File: config.mk
export PLATFORM = sky130hd
export DESIGN_NAME = cbic_top
export DESIGN_NICKNAME = d
export VERILOG_FILES = /design/src/cbic_pkg.sv /design/src/cbic_sync_if.sv /design/src/cbic_top.sv /design/src/cbic_sync3.sv
export VERILOG_INCLUDE_DIRS = /design/src /design/src/src
export SDC_FILE = /design/constraint.sdc
export NUM_CORES = 1
export LEC_CHECK = 0
export BUFFER_PORTS_ARGS = -buffer_cell sky130_fd_sc_hd__clkbuf_2
export CORE_MARGIN = 1.5
export CORE_UTILIZATION = 40
export DETAILED_ROUTE_END_ITERATION = 12
export PLACE_DENSITY = 0.72
export SYNTH_ARGS = -nofsm -noshare
export SYNTH_HDL_FRONTEND = slang
export SYNTH_SLANG_ARGS = --single-unit
File: constraint.sdc
create_clock -name pclk -period 3 [get_ports pclk]
set_clock_uncertainty 0.2 [all_clocks]
set_input_delay 0.15 -clock pclk [delete_from_list [all_inputs] [get_ports pclk]]
set_output_delay 0.15 -clock pclk [all_outputs]
set_load 0.05 [all_outputs]
File: src/cbic_defines.svh
// Constants for the processor bus interface control block
`ifndef CBIC_DEFINES_SVH
`define CBIC_DEFINES_SVH
`define CBIC_DOT_NS 70
`define CBIC_CLK_NS 8
`define CBIC_DOT_CYC ((`CBIC_DOT_NS) / (`CBIC_CLK_NS))
`define CBIC_DIV5 2'h1
`define CBIC_DIV6 2'h0
`define CBIC_DIV7 2'h2
`define CBIC_PHANTOM_FETCHES 4
`define CBIC_POC_HOLD_NS 1000
`define CBIC_POC_HOLD_CYC ((`CBIC_POC_HOLD_NS) / (`CBIC_CLK_NS))
`define CBIC_ADDR_CTRL 12'h000
`define CBIC_ADDR_STAT 12'h004
`define CBIC_ADDR_STATUS_BYTE 12'h008
`define CBIC_CTRL_RESET 32'h0000_0006
`define CBIC_CTRL_DIV_LSB 0
`define CBIC_CTRL_PHJ_BIT 2
`define CBIC_CTRL_SWJ_BIT 3
`define CBIC_CTRL_SW_BIT 4
`endif

File: src/cbic_pkg.sv
// Types for the processor bus interface control block
package cbic_pkg;
    typedef enum logic [1:0] {
        cbic_sel_internal,
        cbic_sel_keyboard,
        cbic_sel_parallel,
        cbic_sel_bidir
    } cbic_sel_e;
endpackage

File: src/cbic_sync_if.sv
// Raw bus requests and their synchronised copies
`timescale 1ns/1ps
interface cbic_sync_if;
    logic [2:0] raw;
    logic [2:0] clean;
    modport src (output raw, input clean);
    modport snk (input raw, output clean);
endinterface

File: src/cbic_top.sv
// Processor to system bus glue: phase clocks, start-up, status latch, input select
//
// Decided for this implementation: the APB register port and the placing of the registers.
`timescale 1ns/1ps
`include "cbic_defines.svh"
// Notes on behaviour
// [RULE1] Dot clock divided by five, six or seven into two non-overlapping phases.
// [RULE2] Bus clock follows phase two by one dot period, at processor rate.
// [RULE3] Ready, reset and hold pass through D flip-flops on bus clock rise.
// [RULE4] Ready input low if either ready line low; undriven lines read high.
// [RULE5] Power-on clear holds processor reset active.
// [RULE6] After clear and no reset request, reset drops on next bus clock.
// [RULE7] Reset release forces one wait; ready returns on the following edge.
// [RULE8] Hold synchroniser keeps tracking during start-up, unaffected by clear.
// [RULE9] Keyboard restart or enabled switch reruns power-on clear.
// [RULE10] Phantom low for four read strobes after clear, when enabled.
// [RULE11] Bus read strobe from processor strobe, or forced by DMA override.
// [RULE12] Control outputs enabled onto bus by control disable, default high.
// [RULE13] Status byte latched mid-sync from sync and inverted phase two.
// [RULE14] Bus taker pulls status disable low to release status lines.
// [RULE15] Data-out drivers on unless input-mode read or external disable.
// [RULE16] Input multiplexer drives processor only during read strobe.
// [RULE17] Select: both high bidir, keyboard, parallel, internal port choices.
// [RULE18] On-board memory selects internal bus; display page overrides to bidir.
// [RULE19] Address drivers enabled by default; address disable turns them off.
module cbic_top
    import cbic_pkg::*;
#(
    parameter int POC_CYCLES = `CBIC_POC_HOLD_CYC
) (
    input wire logic pclk,
    input wire logic presetn,
    input wire logic psel,
    input wire logic penable,
    input wire logic pwrite,
    input wire logic [11:0] paddr,
    input wire logic [31:0] pwdata,
    output logic [31:0] prdata,
    output logic pready,
    output logic pslverr,
    input wire logic prdy_n,
    input wire logic xrdy_n,
    input wire logic preset_n,
    input wire logic phold_n,
    input wire logic keyboard_restart_request_n,
    input wire logic dma_read_override_n,
    input wire logic ctrl_bus_enable,
    input wire logic status_bus_enable_n,
    input wire logic data_out_bus_enable_n,
    input wire logic addr_bus_enable_n,
    input wire logic cpu_sync,
    input wire logic cpu_read_strobe,
    input wire logic interrupt_enable_out,
    input wire logic hold_acknowledge,
    input wire logic cpu_write_n,
    input wire logic cpu_wait,
    input wire logic [15:0] cpu_addr,
    input wire logic [7:0] cpu_data_out,
    input wire logic mem_select,
    input wire logic display_memory_page_hit_n,
    input wire logic keyboard_port_read_n,
    input wire logic parallel_port_read_n,
    input wire logic internal_port_select,
    input wire logic [7:0] keyboard_data_bus,
    input wire logic [7:0] parallel_input_bus,
    input wire logic [7:0] internal_data_bus,
    input wire logic [7:0] bidirectional_data_bus,
    output logic phase1,
    output logic phase2,
    output logic bus_clock,
    output logic cpu_ready,
    output logic cpu_reset,
    output logic cpu_hold,
    output logic poc_n,
    output logic phantom_n,
    output logic pdbin,
    output logic [5:0] ctrl_bus_out,
    output logic ctrl_bus_oe,
    output logic [7:0] status_out,
    output logic status_oe,
    output logic [7:0] data_out,
    output logic data_out_oe,
    output logic [15:0] addr_out,
    output logic addr_oe,
    output logic [7:0] cpu_data_in,
    output logic cpu_data_in_oe,
    output logic input_select_lo,
    output logic input_select_hi
);
    localparam int DOT_CYC = (`CBIC_DOT_CYC < 1) ? 1 : `CBIC_DOT_CYC;
    typedef struct packed {
        logic [3:0] dot_cnt;
        logic [3:0] ring;
        logic phase1;
        logic phase2;
        logic bus_clock;
        logic [19:0] poc_cnt;
        logic poc_n;
        logic rst_ff;
        logic rdy_ff;
        logic hold_ff;
        logic [3:0] phantom_sr;
        logic [2:0] strobe_sync;
        logic [7:0] status;
        logic [31:0] ctrl;
        logic [31:0] prdata;
    } cbic_top_s;
    cbic_top_s st, next_st;
    cbic_sync_if sync_bus ();
    logic [2:0] rq;
    logic dot_tick;
    logic bus_rise;
    logic strobe_seen;
    logic read_n;
    logic restart;
    logic poc_stuck_n;
    logic access;
    logic fb;
    logic [1:0] div;
    cbic_sel_e sel;
    initial begin
        if (POC_CYCLES < 1 || POC_CYCLES > 20'hFFFFF) $error("POC_CYCLES out of range");
    end
    cbic_sync3 #(
        .WIDTH(3),
        .INIT(3'h7)
    ) u_sync (
        .pclk(pclk),
        .presetn(presetn),
        .port(sync_bus.snk)
    );
    assign sync_bus.raw = {phold_n, preset_n, prdy_n & xrdy_n}; // RULE4
    assign rq = sync_bus.clean;
    assign div = st.ctrl[`CBIC_CTRL_DIV_LSB +: 2];
    assign dot_tick = (st.dot_cnt == 4'(DOT_CYC - 1));
    // Request flip-flops take their inputs where the bus clock rises
    assign bus_rise = dot_tick && !st.bus_clock && st.phase2; // RULE3
    assign restart = !keyboard_restart_request_n
        || (st.ctrl[`CBIC_CTRL_SWJ_BIT] && st.ctrl[`CBIC_CTRL_SW_BIT]); // RULE9
    assign access = psel && penable;
    always_comb begin
        // Ring feedback per divide jumper
        case (div)
            `CBIC_DIV5: fb = ~(st.ring[1] & st.ring[2]);
            `CBIC_DIV7: fb = ~(st.ring[2] & st.ring[3]);
            default: fb = ~st.ring[2];
        endcase
    end
    always_comb begin
        if (mem_select || !display_memory_page_hit_n) begin
            if (!display_memory_page_hit_n) begin
                sel = cbic_sel_bidir; // RULE18
            end else begin
                sel = cbic_sel_internal; // RULE18
            end
        end else if (!keyboard_port_read_n) begin
            sel = cbic_sel_keyboard; // RULE17
        end else if (!parallel_port_read_n) begin
            sel = cbic_sel_parallel; // RULE17
        end else if (internal_port_select) begin
            sel = cbic_sel_internal; // RULE17
        end else begin
            sel = cbic_sel_bidir; // RULE17
        end
    end
    always_comb begin
        next_st = st;
        next_st.dot_cnt = dot_tick ? 4'h0 : st.dot_cnt + 4'h1;
        if (dot_tick) begin
            next_st.ring = {st.ring[2:0], fb}; // RULE1
            next_st.phase1 = st.ring[1] & st.ring[3]; // RULE1
            next_st.phase2 = ~(st.ring[1] & st.ring[2]) & ~(st.ring[1] & st.ring[3]); // RULE1
            next_st.bus_clock = st.phase2; // RULE2
        end
        if (restart) begin
            next_st.poc_cnt = 20'h0; // RULE9
            next_st.poc_n = 1'b0;
        end else if (st.poc_cnt != 20'(POC_CYCLES)) begin
            next_st.poc_cnt = st.poc_cnt + 20'h1;
        end else begin
            next_st.poc_n = 1'b1;
        end
        if (bus_rise) begin
            next_st.hold_ff = ~rq[2]; // RULE8
            next_st.rst_ff = st.poc_n ? ~rq[1] : 1'b1; // RULE5 RULE6
            next_st.rdy_ff = rq[0] && !(st.rst_ff && !(st.poc_n ? ~rq[1] : 1'b1)); // RULE7
        end
        if (!st.poc_n) begin
            next_st.rst_ff = 1'b1; // RULE5
            next_st.phantom_sr = 4'h0; // RULE10
        end else if (strobe_seen) begin
            next_st.phantom_sr = {st.phantom_sr[2:0], 1'b1}; // RULE10
        end
        next_st.strobe_sync = {st.strobe_sync[1:0], cpu_read_strobe};
        if (cpu_sync && !st.phase2) begin
            next_st.status = cpu_data_out; // RULE13
        end
        next_st.prdata = 32'h0;
        if (psel && !penable && !pwrite) begin
            case (paddr)
                `CBIC_ADDR_CTRL: next_st.prdata = st.ctrl;
                `CBIC_ADDR_STAT: next_st.prdata = {24'h0, st.poc_n, st.rst_ff, st.rdy_ff,
                    st.hold_ff, st.phantom_sr};
                `CBIC_ADDR_STATUS_BYTE: next_st.prdata = {24'h0, st.status};
                default: next_st.prdata = 32'h0;
            endcase
        end
        if (access && pwrite && paddr == `CBIC_ADDR_CTRL) begin
            next_st.ctrl = {27'h0, pwdata[4:0]};
        end
    end
    // Strobe counted on its falling edge, after the fetch completes
    assign strobe_seen = st.strobe_sync[2] && !st.strobe_sync[1];
    always_ff @(posedge pclk or negedge presetn) begin
        if (!presetn) begin
            st <= '0;
            st.ctrl <= `CBIC_CTRL_RESET;
        end else begin
            st <= next_st;
        end
    end
    assign poc_stuck_n = st.poc_n;
    assign read_n = ~cpu_read_strobe;
    assign pready = 1'b1;
    assign pslverr = access && !(paddr == `CBIC_ADDR_CTRL || paddr == `CBIC_ADDR_STAT
        || paddr == `CBIC_ADDR_STATUS_BYTE || paddr == `CBIC_ADDR_STATUS_BYTE);
    assign prdata = st.prdata;
    assign phase1 = st.phase1;
    assign phase2 = st.phase2;
    assign bus_clock = st.bus_clock;
    assign cpu_ready = st.rdy_ff; // RULE3
    assign cpu_reset = st.rst_ff; // RULE3
    assign cpu_hold = st.hold_ff; // RULE3
    assign poc_n = poc_stuck_n;
    assign phantom_n = !st.ctrl[`CBIC_CTRL_PHJ_BIT] || st.phantom_sr[3]; // RULE10
    assign pdbin = cpu_read_strobe || !dma_read_override_n; // RULE11
    assign ctrl_bus_out = {pdbin, cpu_sync, interrupt_enable_out, hold_acknowledge,
        cpu_write_n, cpu_wait};
    assign ctrl_bus_oe = ctrl_bus_enable; // RULE12
    assign status_out = st.status;
    assign status_oe = status_bus_enable_n; // RULE14
    assign input_select_lo = (sel == cbic_sel_bidir) || (sel == cbic_sel_parallel);
    assign input_select_hi = (sel == cbic_sel_bidir) || (sel == cbic_sel_keyboard);
    assign data_out = cpu_data_out;
    assign data_out_oe = data_out_bus_enable_n
        && !(cpu_read_strobe && sel != cbic_sel_bidir); // RULE15
    assign addr_out = cpu_addr;
    assign addr_oe = addr_bus_enable_n; // RULE19
    assign cpu_data_in_oe = !read_n; // RULE16
    always_comb begin
        case (sel)
            cbic_sel_keyboard: cpu_data_in = keyboard_data_bus;
            cbic_sel_parallel: cpu_data_in = parallel_input_bus;
            cbic_sel_internal: cpu_data_in = internal_data_bus;
            default: cpu_data_in = bidirectional_data_bus;
        endcase
    end
    a_poc_holds_reset: assert property (@(posedge pclk) disable iff (!presetn) // RULE5
        !st.poc_n |=> cpu_reset) else $error("reset not held during clear");
    a_pdbin_follow: assert property (@(posedge pclk) disable iff (!presetn) // RULE11
        cpu_read_strobe |-> pdbin) else $error("bus read strobe missing");
    a_mux_idle: assert property (@(posedge pclk) disable iff (!presetn) // RULE16
        !cpu_read_strobe |-> !cpu_data_in_oe) else $error("mux drives outside read");
    a_display_bidir: assert property (@(posedge pclk) disable iff (!presetn) // RULE18
        !display_memory_page_hit_n |-> input_select_lo && input_select_hi)
        else $error("display page not bidir");
    a_phantom_clear: assert property (@(posedge pclk) disable iff (!presetn) // RULE10
        $rose(st.poc_n) |-> st.phantom_sr == 4'h0) else $error("phantom not cleared");
    a_restart_clear: assert property (@(posedge pclk) disable iff (!presetn) // RULE9
        restart |=> !st.poc_n) else $error("restart ignored");
    a_addr_default: assert property (@(posedge pclk) disable iff (!presetn) // RULE19
        addr_bus_enable_n |-> addr_oe) else $error("address drivers off");
    a_status_latch: assert property (@(posedge pclk) disable iff (!presetn) // RULE13
        cpu_sync && !st.phase2 |=> status_out == $past(cpu_data_out))
        else $error("status not latched");
endmodule // cbic_top

File: src/cbic_sync3.sv
// Three-stage input synchroniser, change taken when stages two and three agree
`timescale 1ns/1ps
module cbic_sync3
    import cbic_pkg::*;
#(
    parameter int WIDTH = 3,
    parameter logic [2:0] INIT = 3'h7
) (
    input wire logic pclk,
    input wire logic presetn,
    cbic_sync_if.snk port
);
    typedef struct packed {
        logic [2:0] s1;
        logic [2:0] s2;
        logic [2:0] s3;
        logic [2:0] q;
    } cbic_sync_s;
    cbic_sync_s st, next_st;
    initial begin
        if (WIDTH != 3) $error("cbic_sync3 serves width 3 only");
    end
    always_comb begin
        next_st = st;
        next_st.s1 = port.raw;
        next_st.s2 = st.s1;
        next_st.s3 = st.s2;
        for (int i = 0; i < 3; i++) begin
            if (st.s2[i] == st.s3[i]) begin
                next_st.q[i] = st.s3[i];
            end
        end
    end
    always_ff @(posedge pclk or negedge presetn) begin
        if (!presetn) begin
            st <= {INIT, INIT, INIT, INIT};
        end else begin
            st <= next_st;
        end
    end
    assign port.clean = st.q;
endmodule // cbic_sync3

# == Word level (Yosys, flattened, before mapping) ==
# Index checks and enable logic that the tools add are counted.
# totals
mem_count,0
latchBits,0
input_bits,126
rom_bits,0
register_bits,99
elab_cells,108
mem_bits_rw,0
output_inout_bits,96
# classes
div,0
shift,0
n_lt_le_gt_ge,0
mux,18
bitwise,11
eq_ne,16
n_addsub,2
n_reduce_logical,40
mul,0
# op_table
op,count
one-hot mux 8 bit (3 select lines),2
two-way mux 21 bit,1
adder 20 x 1 -> 20 bit (second input constant),1
two-way mux 20 bit,1
!= test 20 x 7 -> 1 bit (second input constant),1
logical AND 1 bit,15
logical NOT 1 bit,13
== test 12 x 3 -> 1 bit (second input constant),1
== test 12 x 4 -> 1 bit (second input constant),1
logical NOT 12 bit,1
two-way mux 4 bit,3
two-way mux 2 bit,5
logical OR 1 bit,9
two-way mux 8 bit,1
== test 2 bit (second input constant),3
NOT 1 bit,6
AND 1 bit,5
adder 4 x 1 -> 4 bit (second input constant),1
== test 2 x 1 -> 1 bit (second input constant),2
== test 4 x 3 -> 1 bit (second input constant),1
!= test 2 x 1 -> 1 bit (second input constant),2
!= test 2 bit (second input constant),2
== test 1 bit,3
two-way mux 1 bit,3
other kinds (4),4

# == Longest topological paths before layout ==
# Gate-level depths: netlist of run 1.
# logic_depth
depth_word,8
depth_mapped,6
mapped_depth_nobuf,6

# == Modules after synthesis ==
# A second synthesis of run 1 with hierarchy kept.
# unflattened
hier_cells,414
area_unflattened_um2,4132.7
# by_module_without_submodules
module,seq_area_each_um2,n_inst,area_each_um2,cells_each
cbic_top,1579.0,1,3761.1,396
cbic_sync3,315.3,1,371.6,18

# == Least setup slack after synthesis of run 1 ==
# OpenSTA, ideal clock, no wires.
# synth_path
path_type,input -> output
startpoint,input port parallel_port_read_n
endpoint,output port cpu_data_in[0]
arrival_ns,2.145
n_path_buf,1
stages,5
slack_ns,0.505
required_ns,2.650
path_cell_list,clkbuf_1 > nor3b_1 > or2_1 > o32ai_1 > a21oi_1
# synth_via
elab_chain_len,5
elab_cells_between_ends,7
classes_between,eq/ne (2); mux (4); reduce/logical (1)
# synth_lines
item,line_no,rtl
from (decl),cbic_top.sv:62,"input wire logic parallel_port_read_n,"
two-way mux 2 bit (*),cbic_top.sv:158,end else if (!parallel_port_read_n) begin
two-way mux 2 bit (*),cbic_top.sv:156,end else if (!keyboard_port_read_n) begin
two-way mux 2 bit (*),cbic_top.sv:150,if (mem_select || !display_memory_page_hit_n) begin
"== test 2 bit, or another cell as far along",cbic_top.sv:251,case (sel)
one-hot mux 8 bit (3 select lines) (*),cbic_top.sv:251,
to (decl),cbic_top.sv:85,"output logic [7:0] cpu_data_in,"
# Mark *: on every way between the ends. The rest lies on a longest branch, timed or not.

# == Worst setup path in the final report of run 1 ==
# layout_path
startpoint,register st[83] (netlist name)
endpoint,register st[90] (netlist name)
# layout_via
elab_chain_len,3
elab_cells_between_ends,5
classes_between,add/sub (1); eq/ne (1); mux (2); reduce/logical (1)
# layout_lines
item,line_no,rtl
from (decl),cbic_top.sv:108,"cbic_top_s st, next_st;"
from (signal assigned),cbic_top.sv:219,st <= next_st;
adder 20 x 1 -> 20 bit,cbic_top.sv:179,next_st.poc_cnt = st.poc_cnt + 20'h1;
two-way mux 20 bit,cbic_top.sv:178,end else if (st.poc_cnt != 20'(POC_CYCLES)) begin
two-way mux 21 bit,cbic_top.sv:175,if (restart) begin
# Several ways; a longest one is shown, not always the timed one. The select of a mux whose other input is x is not followed.
# A chain may end at the register's enable or synchronous reset.

==> metrics.txt, run 1 <==
IO Pins 222; clk root buf clkbuf_8; RSZ-0062 raised after global routing no; share of the synthesized area in the top cell type 36.5%; Final Cycle Share 68.6%; ANT cells 0; Placed Area 0.00445 mm2; hold path cells 4; Tightest Pin Transition 0.806 ns; layout cells sized above 1 35.2%; Congestion Overflow GR 0; drt drc 0; cell area after synthesis 0.00418 mm2; Final nets 637; worst min path class in -> reg; switch share 29.5%; register area share after synthesis 45.3%; FF-to-FF End st[90]; total clock buffers created by CTS 9; startpoint types register; endpoint of the worst hold path prdata[1]; largest net degree at the start of global routing 34; Port Buffers 123; first-pass iteration count of the detailed router 6; Worst setup EP type register; Int Power 1.63 mW; via/cell ratio 4.98; drt first-iter violations 198; Layout Area Growth over Synthesis 15.9%; Cells after Synth 419; CTS clock-pin slew for the worst setup and hold paths 0.07 ns; Sink Count 75; initial antenna violation count 0; Max-Cap Viols 0; ys flop type dfrtp_1; min Tclk post-route 2.06 ns; Max Transition Viols Final 0; Worst R2R Path Depth 5; cell taking the most area after synthesis dfrtp_1; later-pin clock latency in the skew report 0.34 ns; PD cells 478 mW/mm2; Hold Vio Cnt, Final 0; H-tree depth 3; internal reg-to-reg setup slack 0.94 ns; vias in the first global route 3098; Post-synth top cells buf_4 (75), dfrtp_1 (61), nor2_1 (38), a21oi_1 (22), nand2_1 (20); status finished, final reports clean; Yosys cell types 51; top-count cell post-synth buf_4; WS Path Type reg -> reg; setup violators final 0; Sw Pwr 0.683 mW; Flop pwr share 46.1%; core area 0.0102 mm2; Die X-Extent 105 um; die height 105 um; async set or reset register ratio after synthesis 100%; WL per Instance 13.2 um; # Post-CTS Setup Buffers 0; Setup TNS 0 ns; TritonCTS clock tree built; Core Rows 37; #FFs+latches synth 75; Critical Path RT 3.07 ns; largest cells by area after synthesis dfrtp_1 (36%), buf_4 (13%), dfstp_2 (8.8%); crit path DAT 2.12 ns; HP Start paddr[2]; CP max FO 6; Filler cells 943; first-pass GRT wire length 14000 um; Initial Util 40.9%; f_max 486 MHz; DP Wirelength 6420 um; max_slew headroom 45.8%; Post-synth EDFFs 0; post-CTS sizing 0; synth warn 0; final RePlAce weighted congestion 0.796; DIE AREA 0.0111 mm2; Routed Antenna Nets 0; clock power share 35.3%; RR Startpoint st[83]; vias 3221; WL final 8520 um; fin area 0.00485 mm2; Pleak 2.34 nW; Total Routing Usage GR 15.8%; Post-CTS Hold Buffers 19; Comb pwr share 18.6%; Max Buffers Root-to-Sink 2; Mapped Avg Cell Area 9.99 um2; VDD IR max 0.000271 V
[power groups by stage]
stage | clock network (mW) | logic [mW] | registers, mW
finish | 0.818 | 0.432 | 1.07
global route | 0.884 | 0.461 | 1.07
CTS | 0.841 | 0.433 | 1.07
detailed placement | 0 | 0.413 | 1.09
global placement | 0 | 0.408 | 1.09
floorplan | 0 | 0.418 | 1.09
[registers in the layout, summed over array words and instances (netlist names), 2 cells and up]
register           count
st                    36
prdata                 8
status_out             8
u_sync.next_st         6
u_sync.port.clean      3
u_sync.st              3
div                    2
next_st                2
[kinds of logic after synthesis]
kind of cell	after synthesis	synth area share, %
other	2	0.179
multiplexers	26	6.76
AO/OA/AOI/OAI	72	10.9
adder cells (fa/ha/maj)	8	2.21
XOR/XNOR	9	1.88
flip-flops	75	45.3
AND/OR/NAND/NOR	130	17.4
buffers and inverters	97	15.4
[cell usage in the layout (no fill, tap or decap), types with 4 or more instances in the layout]
cell type / instances
clkbuf_2: 122
dfrtp_1: 61
nor2_1: 38
conb_1: 25
a21oi_1: 22
nand2_1: 20
o21ai_0: 19
dlygate4sd3_1: 19
mux2_2: 18
dfstp_2: 14
clkbuf_8: 9
a31oi_1: 8
nor2b_1: 8
nand2b_1: 8
mux2i_1: 8
and3_1: 8
nand3b_1: 6
nor4_1: 6
nand3_1: 6
inv_1: 5
a221o_1: 5
xor2_1: 5
nor3_1: 5
ha_1: 5
nand4_1: 4
xnor2_1: 4
[area by class of cell]
type / count / area, um2 / share of cell area, %
clock buffer: 11 / 131 / 2.71
clock inverter: 5 / 77.6 / 1.60
inverter: 5 / 18.8 / 0.387
multi-input combinational: 270 / 1730 / 35.7
sequential: 75 / 1890 / 39.1
tap: 136 / 170 / 3.51
timing repair buffer: 145 / 828 / 17.1
[worst max path at each step]
stage	from	endpoint	slack (ns)	cells after the start
final	st[83]	st[90]	0.94	5
after global routing	st[84]	st[90]	0.82	6
after CTS	st[83]	st[90]	0.93	5
after detailed placement	st[90]	st[102]	0.96	4
after global placement	st[83]	st[90]	0.98	5
after floorplan	parallel_port_read_n	cpu_data_in[0]	0.50	5
[critical path, stage by stage (launching register included)]
cell and delay (ns):
dfrtp_1 0.46, ha_1 0.23, and3b_1 0.17, and4_1 0.22, or4_2 0.54, a21oi_1 0.17
[per-stage QoR]
stage	util, %	instances	power, mW	setup slack, ns	hold slack (ns)
floorplan	-	442	1.51	0.505	-0.346
global placement	43.5	612	1.49	0.983	-0.0949
detailed placement	43.5	612	1.50	0.958	-0.0969
CTS	47.4	647	2.34	0.932	0.0159
global route	47.4	647	2.42	0.817	0.0581
finish	47.4	647	2.32	0.942	0.0406
[layer usage]
| layer | up-vias | track usage, % | wire (um) |
|---|---|---|---|
| li1 | 1546 | - | - |
| met1 | 1490 | 17.4 | 3390 |
| met2 | 165 | 28.7 | 4240 |
| met3 | 20 | 3.22 | 635 |
| met4 | 0 | 8.22 | 258 |
| met5 | - | 0 | 0 |
Power figures use the tool's default switching activity.
==> run 2, diff against run 1 <==
--- a/config.mk
+++ b/config.mk
@@ -6,11 +6,12 @@
 export SDC_FILE = /design/constraint.sdc
 export NUM_CORES = 1
 export LEC_CHECK = 0
+export ABC_AREA = 1
 export BUFFER_PORTS_ARGS = -buffer_cell sky130_fd_sc_hd__clkbuf_2
 export CORE_MARGIN = 1.5
 export CORE_UTILIZATION = 40
 export DETAILED_ROUTE_END_ITERATION = 12
-export PLACE_DENSITY = 0.72
+export PLACE_DENSITY = 0.71
 export SYNTH_ARGS = -nofsm -noshare
 export SYNTH_HDL_FRONTEND = slang
 export SYNTH_SLANG_ARGS = --single-unit
==> constraint.sdc (replaced) <==
create_clock -name pclk -period 2.14 [get_ports pclk]
set_clock_uncertainty 0.2 [all_clocks]
set_input_delay 0.107 -clock pclk [delete_from_list [all_inputs] [get_ports pclk]]
set_output_delay 0.107 -clock pclk [all_outputs]
set_load 0.05 [all_outputs]
==> run 2 against run 1 <==
Combinational power increased by 45%. Fmax increased by 12%. Largest cell class unchanged. Register-to-register slack got worse by 0.64 ns. Critical path depth increased by 3. Sequential power increased by 39%. Sequential share of layout area decreased by 2.6 points. Core utilization increased by 0.50 points. Power increased by 38%. Global-route usage increased by 1.5 points. Cell count increased by 21%.
==> metrics.txt, run 2 <==
CP max FO 5 (-1); DP Wirelength 7740 um (+20%); final RePlAce weighted congestion 0.883 (+11%); ANT cells 0 (unchanged); status finished, final reports clean; largest family of logic cells by synthesized area simple AND/OR/NAND/NOR gates; Filler cells 1047 (+11%); FF-to-FF End st[101]; f_max 545 MHz (+12%); mux cell area share after synthesis 1.26% (-5.5 points); VDD IR max 0.000309 V (+14%); Mapped Avg Cell Area 8.30 um2 (-17%); Congestion Overflow GR 0 (unchanged); via/cell ratio 4.78 (-4.0%); cell area after synthesis 0.00446 mm2 (+6.6%); most common cell after layout, fill and taps aside clkbuf_2; Post-synth top cells nand2_1 (100), buf_4 (76), nand3_1 (68), dfrtp_1 (61), nor2_1 (45); most frequent cells in the layout clkbuf_2 (122), nand2_1 (100), nand3_1 (68); first-pass GRT wire length 15800 um (+12%); worst min path class in -> out; Layout Area Growth over Synthesis 16.5%; cell taking the most area after synthesis dfrtp_1; Placed Cells 742 (+21%); Critical Path RT 2.19 ns (-0.88 ns); crit path DAT 1.88 ns (-0.24 ns); H-tree depth 3 (unchanged); largest net degree at the start of global routing 40 (+18%); Multi-input gate area 0.00184 mm2 (+6.1%); TritonCTS clock tree built; busiest grt layer met2; Cells after Synth 537 (+28%); Max Transition Viols Final 0 (unchanged); drt drc 0 (unchanged); CTS clock-pin slew for the worst setup and hold paths 0.08 ns (about the same); Initial Util 41.1% (+0.24 points); Worst setup EP type register; largest cells by area after synthesis dfrtp_1 (34%), buf_4 (13%), nand2_1 (8.4%); M1 GR Usage 18.9% (+1.5 points); Pleak 2.65 nW (+13%); Layout Cells excl Fill 784 (+21%); DIE AREA 0.0118 mm2 (+6.4%); Power, Total 3.19 mW (+38%); first-pass iteration count of the detailed router 5 (-1); Die X-Extent 109 um (+3.1%); vias in the first global route 3521 (+14%); ys flop type dfrtp_1; Synth Area in Adders 2.08% (-0.14 points); startpoint types register; Sequential cell area 0.00189 mm2 (unchanged); Core Rows 38 (+2.7%); #FFs+latches synth 75 (unchanged); Port Buffers 123 (unchanged); share of the synthesized area in the top cell type 34.2% (-2.3 points); PD cells 614 mW/mm2 (+28%); CP peak stage delay 0.43 ns (-0.11 ns); top-count cell post-synth nand2_1; WL final 10000 um (+18%); Final Cycle Share 85.7% (+17 points); clk root buf clkbuf_8; WL per Instance 12.8 um (-2.8%); crit path cell chain ha_1, inv_1, nor2_2, nand3b_1, nor2_2, nand3_1, nand2_1, nor2_1; Largest Register st; later-pin clock latency in the skew report 0.35 ns (about the same); internal reg-to-reg setup slack 0.31 ns (-0.64 ns); endpoint of the worst hold path addr_out[6]; IO Pins 222 (unchanged); HP Start cpu_addr[6]; drt first-iter violations 220 (+11%); Setup TNS 0 ns (unchanged); setup violators final 0 (unchanged); Hold Vio Cnt, Final 0 (unchanged); WS Path Type reg -> reg; cell family with most CP delay simple AND/OR/NAND/NOR gates; cell mode on critical path nor2_2; Crit-path slowest cell dfrtp_1; hold path cells 0 (-4); Buf+Inv Stages, Crit Path 1 (+1); Final nets 770 (+21%); vias 3747 (+16%); XOR/XNOR Fraction of Synth Area 1.18% (-0.71 points); Max Buffers Root-to-Sink 2 (unchanged); RSZ-0062 raised after global routing no; RR Startpoint st[83]; register area share after synthesis 42.5% (-2.8 points); die height 109 um (+3.1%); simple-gate share of the synthesized area 30.6% (+13 points); Yosys cell types 39 (-24%); async set or reset register ratio after synthesis 100% (unchanged); Max-Cap Viols 0 (unchanged); Sink Count 75 (unchanged); Post-synth EDFFs 0 (unchanged); max reg flops 36 (unchanged); synth warn 0 (unchanged); Worst R2R Path Depth 8 (+3); layout cells sized above 1 29.8% (-5.4 points); Synth Area in Compound Gates 3.98% (-6.9 points); total clock buffers created by CTS 9 (unchanged); met3 Usage GRT 3.13% (-0.081 points); Routed Antenna Nets 0 (unchanged); met2 usage 31.7% (+3.0 points); min Tclk post-route 1.83 ns (-0.224 ns); Total Routing Usage GR 17.3% (+1.5 points); fin util 47.9% (+0.50 points); core area 0.0108 mm2 (+6.0%); initial antenna violation count 0 (unchanged)
[run 2: cell types whose count changed after synthesis, moves of 10 or more]
cell,previous run,this run
mux2_2,18,5
o21ai_0,19,9
inv_1,5,44
nand3_1,6,68
a21oi_1,22,8
nand4_1,4,28
clkbuf_1,16,1
nand2_1,20,100
[run 2: what timing repair did]
action,4_1_cts,5_1_grt
resized for setup,0,0
hold buffers,26,0
setup buffers,0,0
setup endpoints to repair,0,0
hold endpoints to repair,94,0
[run 2: worst max-delay path by stage]
stage	start	end	slack, ns	cells past startpoint
after CTS	st[110]	cpu_reset	0.32	8
after global routing	st[110]	cpu_reset	0.15	8
final	st[83]	st[101]	0.31	8
after global placement	st[110]	cpu_reset	0.41	8
after floorplan	internal_port_select	data_out_oe	0.15	7
after detailed placement	st[110]	cpu_reset	0.32	8
[run 2: layout make-up]
class,instances,share of cell area [%]
clock buffers,10,2.46
clock inverters,6,1.23
repair buffers,153,17.7
flip-flops and latches,75,36.5
well taps,140,3.37
multi-input cells,353,35.3
inverters,47,3.40
[run 2: stage by stage]
stage	instance area [um2]	hold slack [ns]	setup WS [ns]
final	5190	0.0140	0.306
after floorplan	4550	-0.389	0.155
after global placement	4740	-0.102	0.415
after CTS	5190	0.00313	0.318
after global routing	5190	0.0141	0.152
after detailed placement	4740	-0.0965	0.322
[run 2: cell families (layout without fill, tap and decap cells)]
family,count (synthesis),after routing
and+or+nand+nor,278,278
buffers and inverters,132,216
DFF,75,75
AOI/OAI and AO/OA,31,31
adders and majority gates,8,8
xor gates and xnor gates,6,6
muxes,5,5
other,2,25
[run 2: per-layer routing]
layer	share of wire (%)	wire (um)
met1	38	3820
met2	54	5420
met3	5.4	541
met4	2.5	251
met5	0	0
[run 2: where the power goes]
part / internal [mW] / switching [mW]
combinational: 0.165 / 0.461
sequential: 1.47 / 0.0292
clock: 0.538 / 0.528
==> run 3, diff against run 2 <==
==> constraint.sdc (replaced) <==
create_clock -name pclk -period 2.14 [get_ports pclk]
set_clock_uncertainty 0.2 [all_clocks]
set_input_delay 0.321 -clock pclk [delete_from_list [all_inputs] [get_ports pclk]]
set_output_delay 0.321 -clock pclk [all_outputs]
set_load 0.05 [all_outputs]
==> run 3 against run 2 <==
Routed wire length rose by 0.56%. Non-clock buffer count is 15 lower. Core utilization fell by 1.3 points. Via count decreased by 0.85%. Critical path depth is 3 lower. Setup slack got worse by 0.15 ns. Critical path type is now in -> out. Critical endpoint is now pdbin. Largest cell class unchanged. Largest power group unchanged.
==> metrics.txt, run 3 (synthesized netlist as in run 2, its figures left out) <==
status finished, final reports clean; Power, Total 3.24 mW (+1.5%); CP peak stage delay 0.53 ns (+0.10 ns); Crit-path slowest cell dlygate4sd3_1; Final Cycle Share 92.9% (+7.2 points); fin util 46.7% (-1.3 points); Sw Pwr 1.04 mW (+1.8%); drt drc 0 (unchanged); fin area 0.00506 mm2 (-2.6%); WL final 10100 um (+0.56%); setup violators final 0 (unchanged); largest net degree at the start of global routing 44 (+10%); Hold Vio Cnt, Final 0 (unchanged); Critical Path RT 1.62 ns (-0.57 ns); final RePlAce weighted congestion 0.874 (-1.1%); crit path cell chain dlygate4sd3_1, clkbuf_2, inv_1, nand2_1, clkbuf_2; Total Routing Usage GR 17.5% (+0.23 points); Worst R2R Path Depth 7 (-1); Final nets 755 (-1.9%); RR Startpoint st[84]; Worst setup EP type output port; IO Pins 222 (unchanged); Setup TNS 0 ns (unchanged); Flop pwr share 46.2% (-0.7 points); post-CTS sizing 0 (unchanged); core area 0.0108 mm2 (unchanged); VDD IR max 0.000273 V (-12%); vias 3715 (-0.85%); CP max FO 4 (-1); Multi-input gate area 0.00184 mm2 (+0.34%); Hold Worst Slack 0.00875 ns (-0.00527 ns); Core Rows 38 (unchanged); DIE AREA 0.0118 mm2 (unchanged); Max-Cap Viols 0 (unchanged); worst min path class in -> reg; WS Path Type in -> out; total clock buffers created by CTS 9 (unchanged); clk root buf clkbuf_8; Int Power 2.20 mW (+1.3%); most common cell after layout, fill and taps aside clkbuf_2; launch point of the critical path cpu_read_strobe; Met1 Wirelength 3900 um (+2.1%); Largest Register st; HP Start pwdata[2]; initial antenna violation count 0 (unchanged); later-pin clock latency in the skew report 0.34 ns (about the same); Max Buffers Root-to-Sink 2 (unchanged); cell mode on critical path clkbuf_2; Filler cells 1069 (+2.1%); Placed Area 0.00478 mm2 (+0.77%); TritonCTS clock tree built; crit path DAT 1.47 ns (-0.41 ns); routed wl met3 570 um (+5.4%); Layout Area Growth over Synthesis 13.4%; Sequential cell area 0.00189 mm2 (unchanged); first-pass iteration count of the detailed router 4 (-1); Comb pwr share 19.0% (-0.7 points); switch share 32.0% (+0.11 points); Congestion Overflow GR 0 (unchanged); Port Buffers 123 (unchanged); FF-to-FF End st[84]; vias in the first global route 3571 (+1.4%); f_max 503 MHz (-7.8%); RSZ-0062 raised after global routing no; drt first-iter violations 152 (-31%); most frequent cells in the layout clkbuf_2 (122), nand2_1 (99), nand3_1 (68); PD cells 640 mW/mm2 (+4.2%); max reg flops 36 (unchanged); layout cells sized above 1 31.6% (+1.8 points); H-tree depth 3 (unchanged); Initial Util 41.1% (unchanged); clock power share 34.8% (+1.4 points); Highest Signal Layer met4; first-pass GRT wire length 16100 um (+1.7%); Worst Setup EP pdbin; met2 wire len 5240 um (-3.3%); internal reg-to-reg setup slack 0.33 ns (+0.02 ns); Max Transition Viols Final 0 (unchanged); Sink Count 75 (unchanged); Die X-Extent 109 um (unchanged); DP Wirelength 8050 um (+4.1%); WL per Instance 13.1 um (+2.5%); min Tclk post-route 1.99 ns (+0.154 ns); CTS clock-pin slew for the worst setup and hold paths 0.07 ns (about the same); via/cell ratio 4.83 (+1.1%); ANT cells 0 (unchanged); Routed Antenna Nets 0 (unchanged); die height 109 um (unchanged); startpoint types primary input; Pleak 2.60 nW (-1.7%)
run 3: routing by layer:
metal,up-vias,global-route usage (%)
met5,-,0
met4,0,10.6
met3,38,2.59
met2,159,31.5
met1,1692,19.4
li1,1826,-
run 3: layout make-up:
cell class                 count  area share, %
clock buffer                  10           2.72
inverter                      47           3.49
tap                          140           3.46
sequential                    75           37.5
clock inverter                 6           1.41
multi-input combinational    353           36.4
timing repair buffer         138           15.0
run 3: how the worst min path moves through the flow:
| stage | depth (start not counted) | to |
|---|---|---|
| global route | 2 | status_out[4] |
| global placement | 1 | st[97] |
| finish | 3 | st[34] |
| CTS | 2 | status_out[4] |
| floorplan | 0 | bus_clock |
| detailed placement | 1 | st[98] |
run 3: through the flow:
stage / std cells / setup WS (ns)
after floorplan: 560 / 0.0841
after CTS: 769 / 0.147
after global routing: 769 / 0.0742
after global placement: 746 / 0.196
after detailed placement: 746 / 0.173
final: 769 / 0.151
run 3: power groups by stage:
stage	clock (mW)	sequential [mW]	combinational, mW
2_1_floorplan	0	1.52	0.595
3_3_place_gp	0	1.52	0.598
3_5_place_dp	0	1.52	0.605
4_1_cts	1.16	1.50	0.617
5_1_grt	1.23	1.50	0.658
6_report	1.13	1.49	0.614
run 3: critical path: cells and delay by family:
family / cells / cell delay (ns)
simple gates: 1 / 0.08
buf+inv: 4 / 1.07
run 3: repair_timing:
item | 4_1_cts | 5_1_grt
buffers inserted | 0 | 0
hold endpoints to repair | 25 | 0
hold buffers | 7 | 0
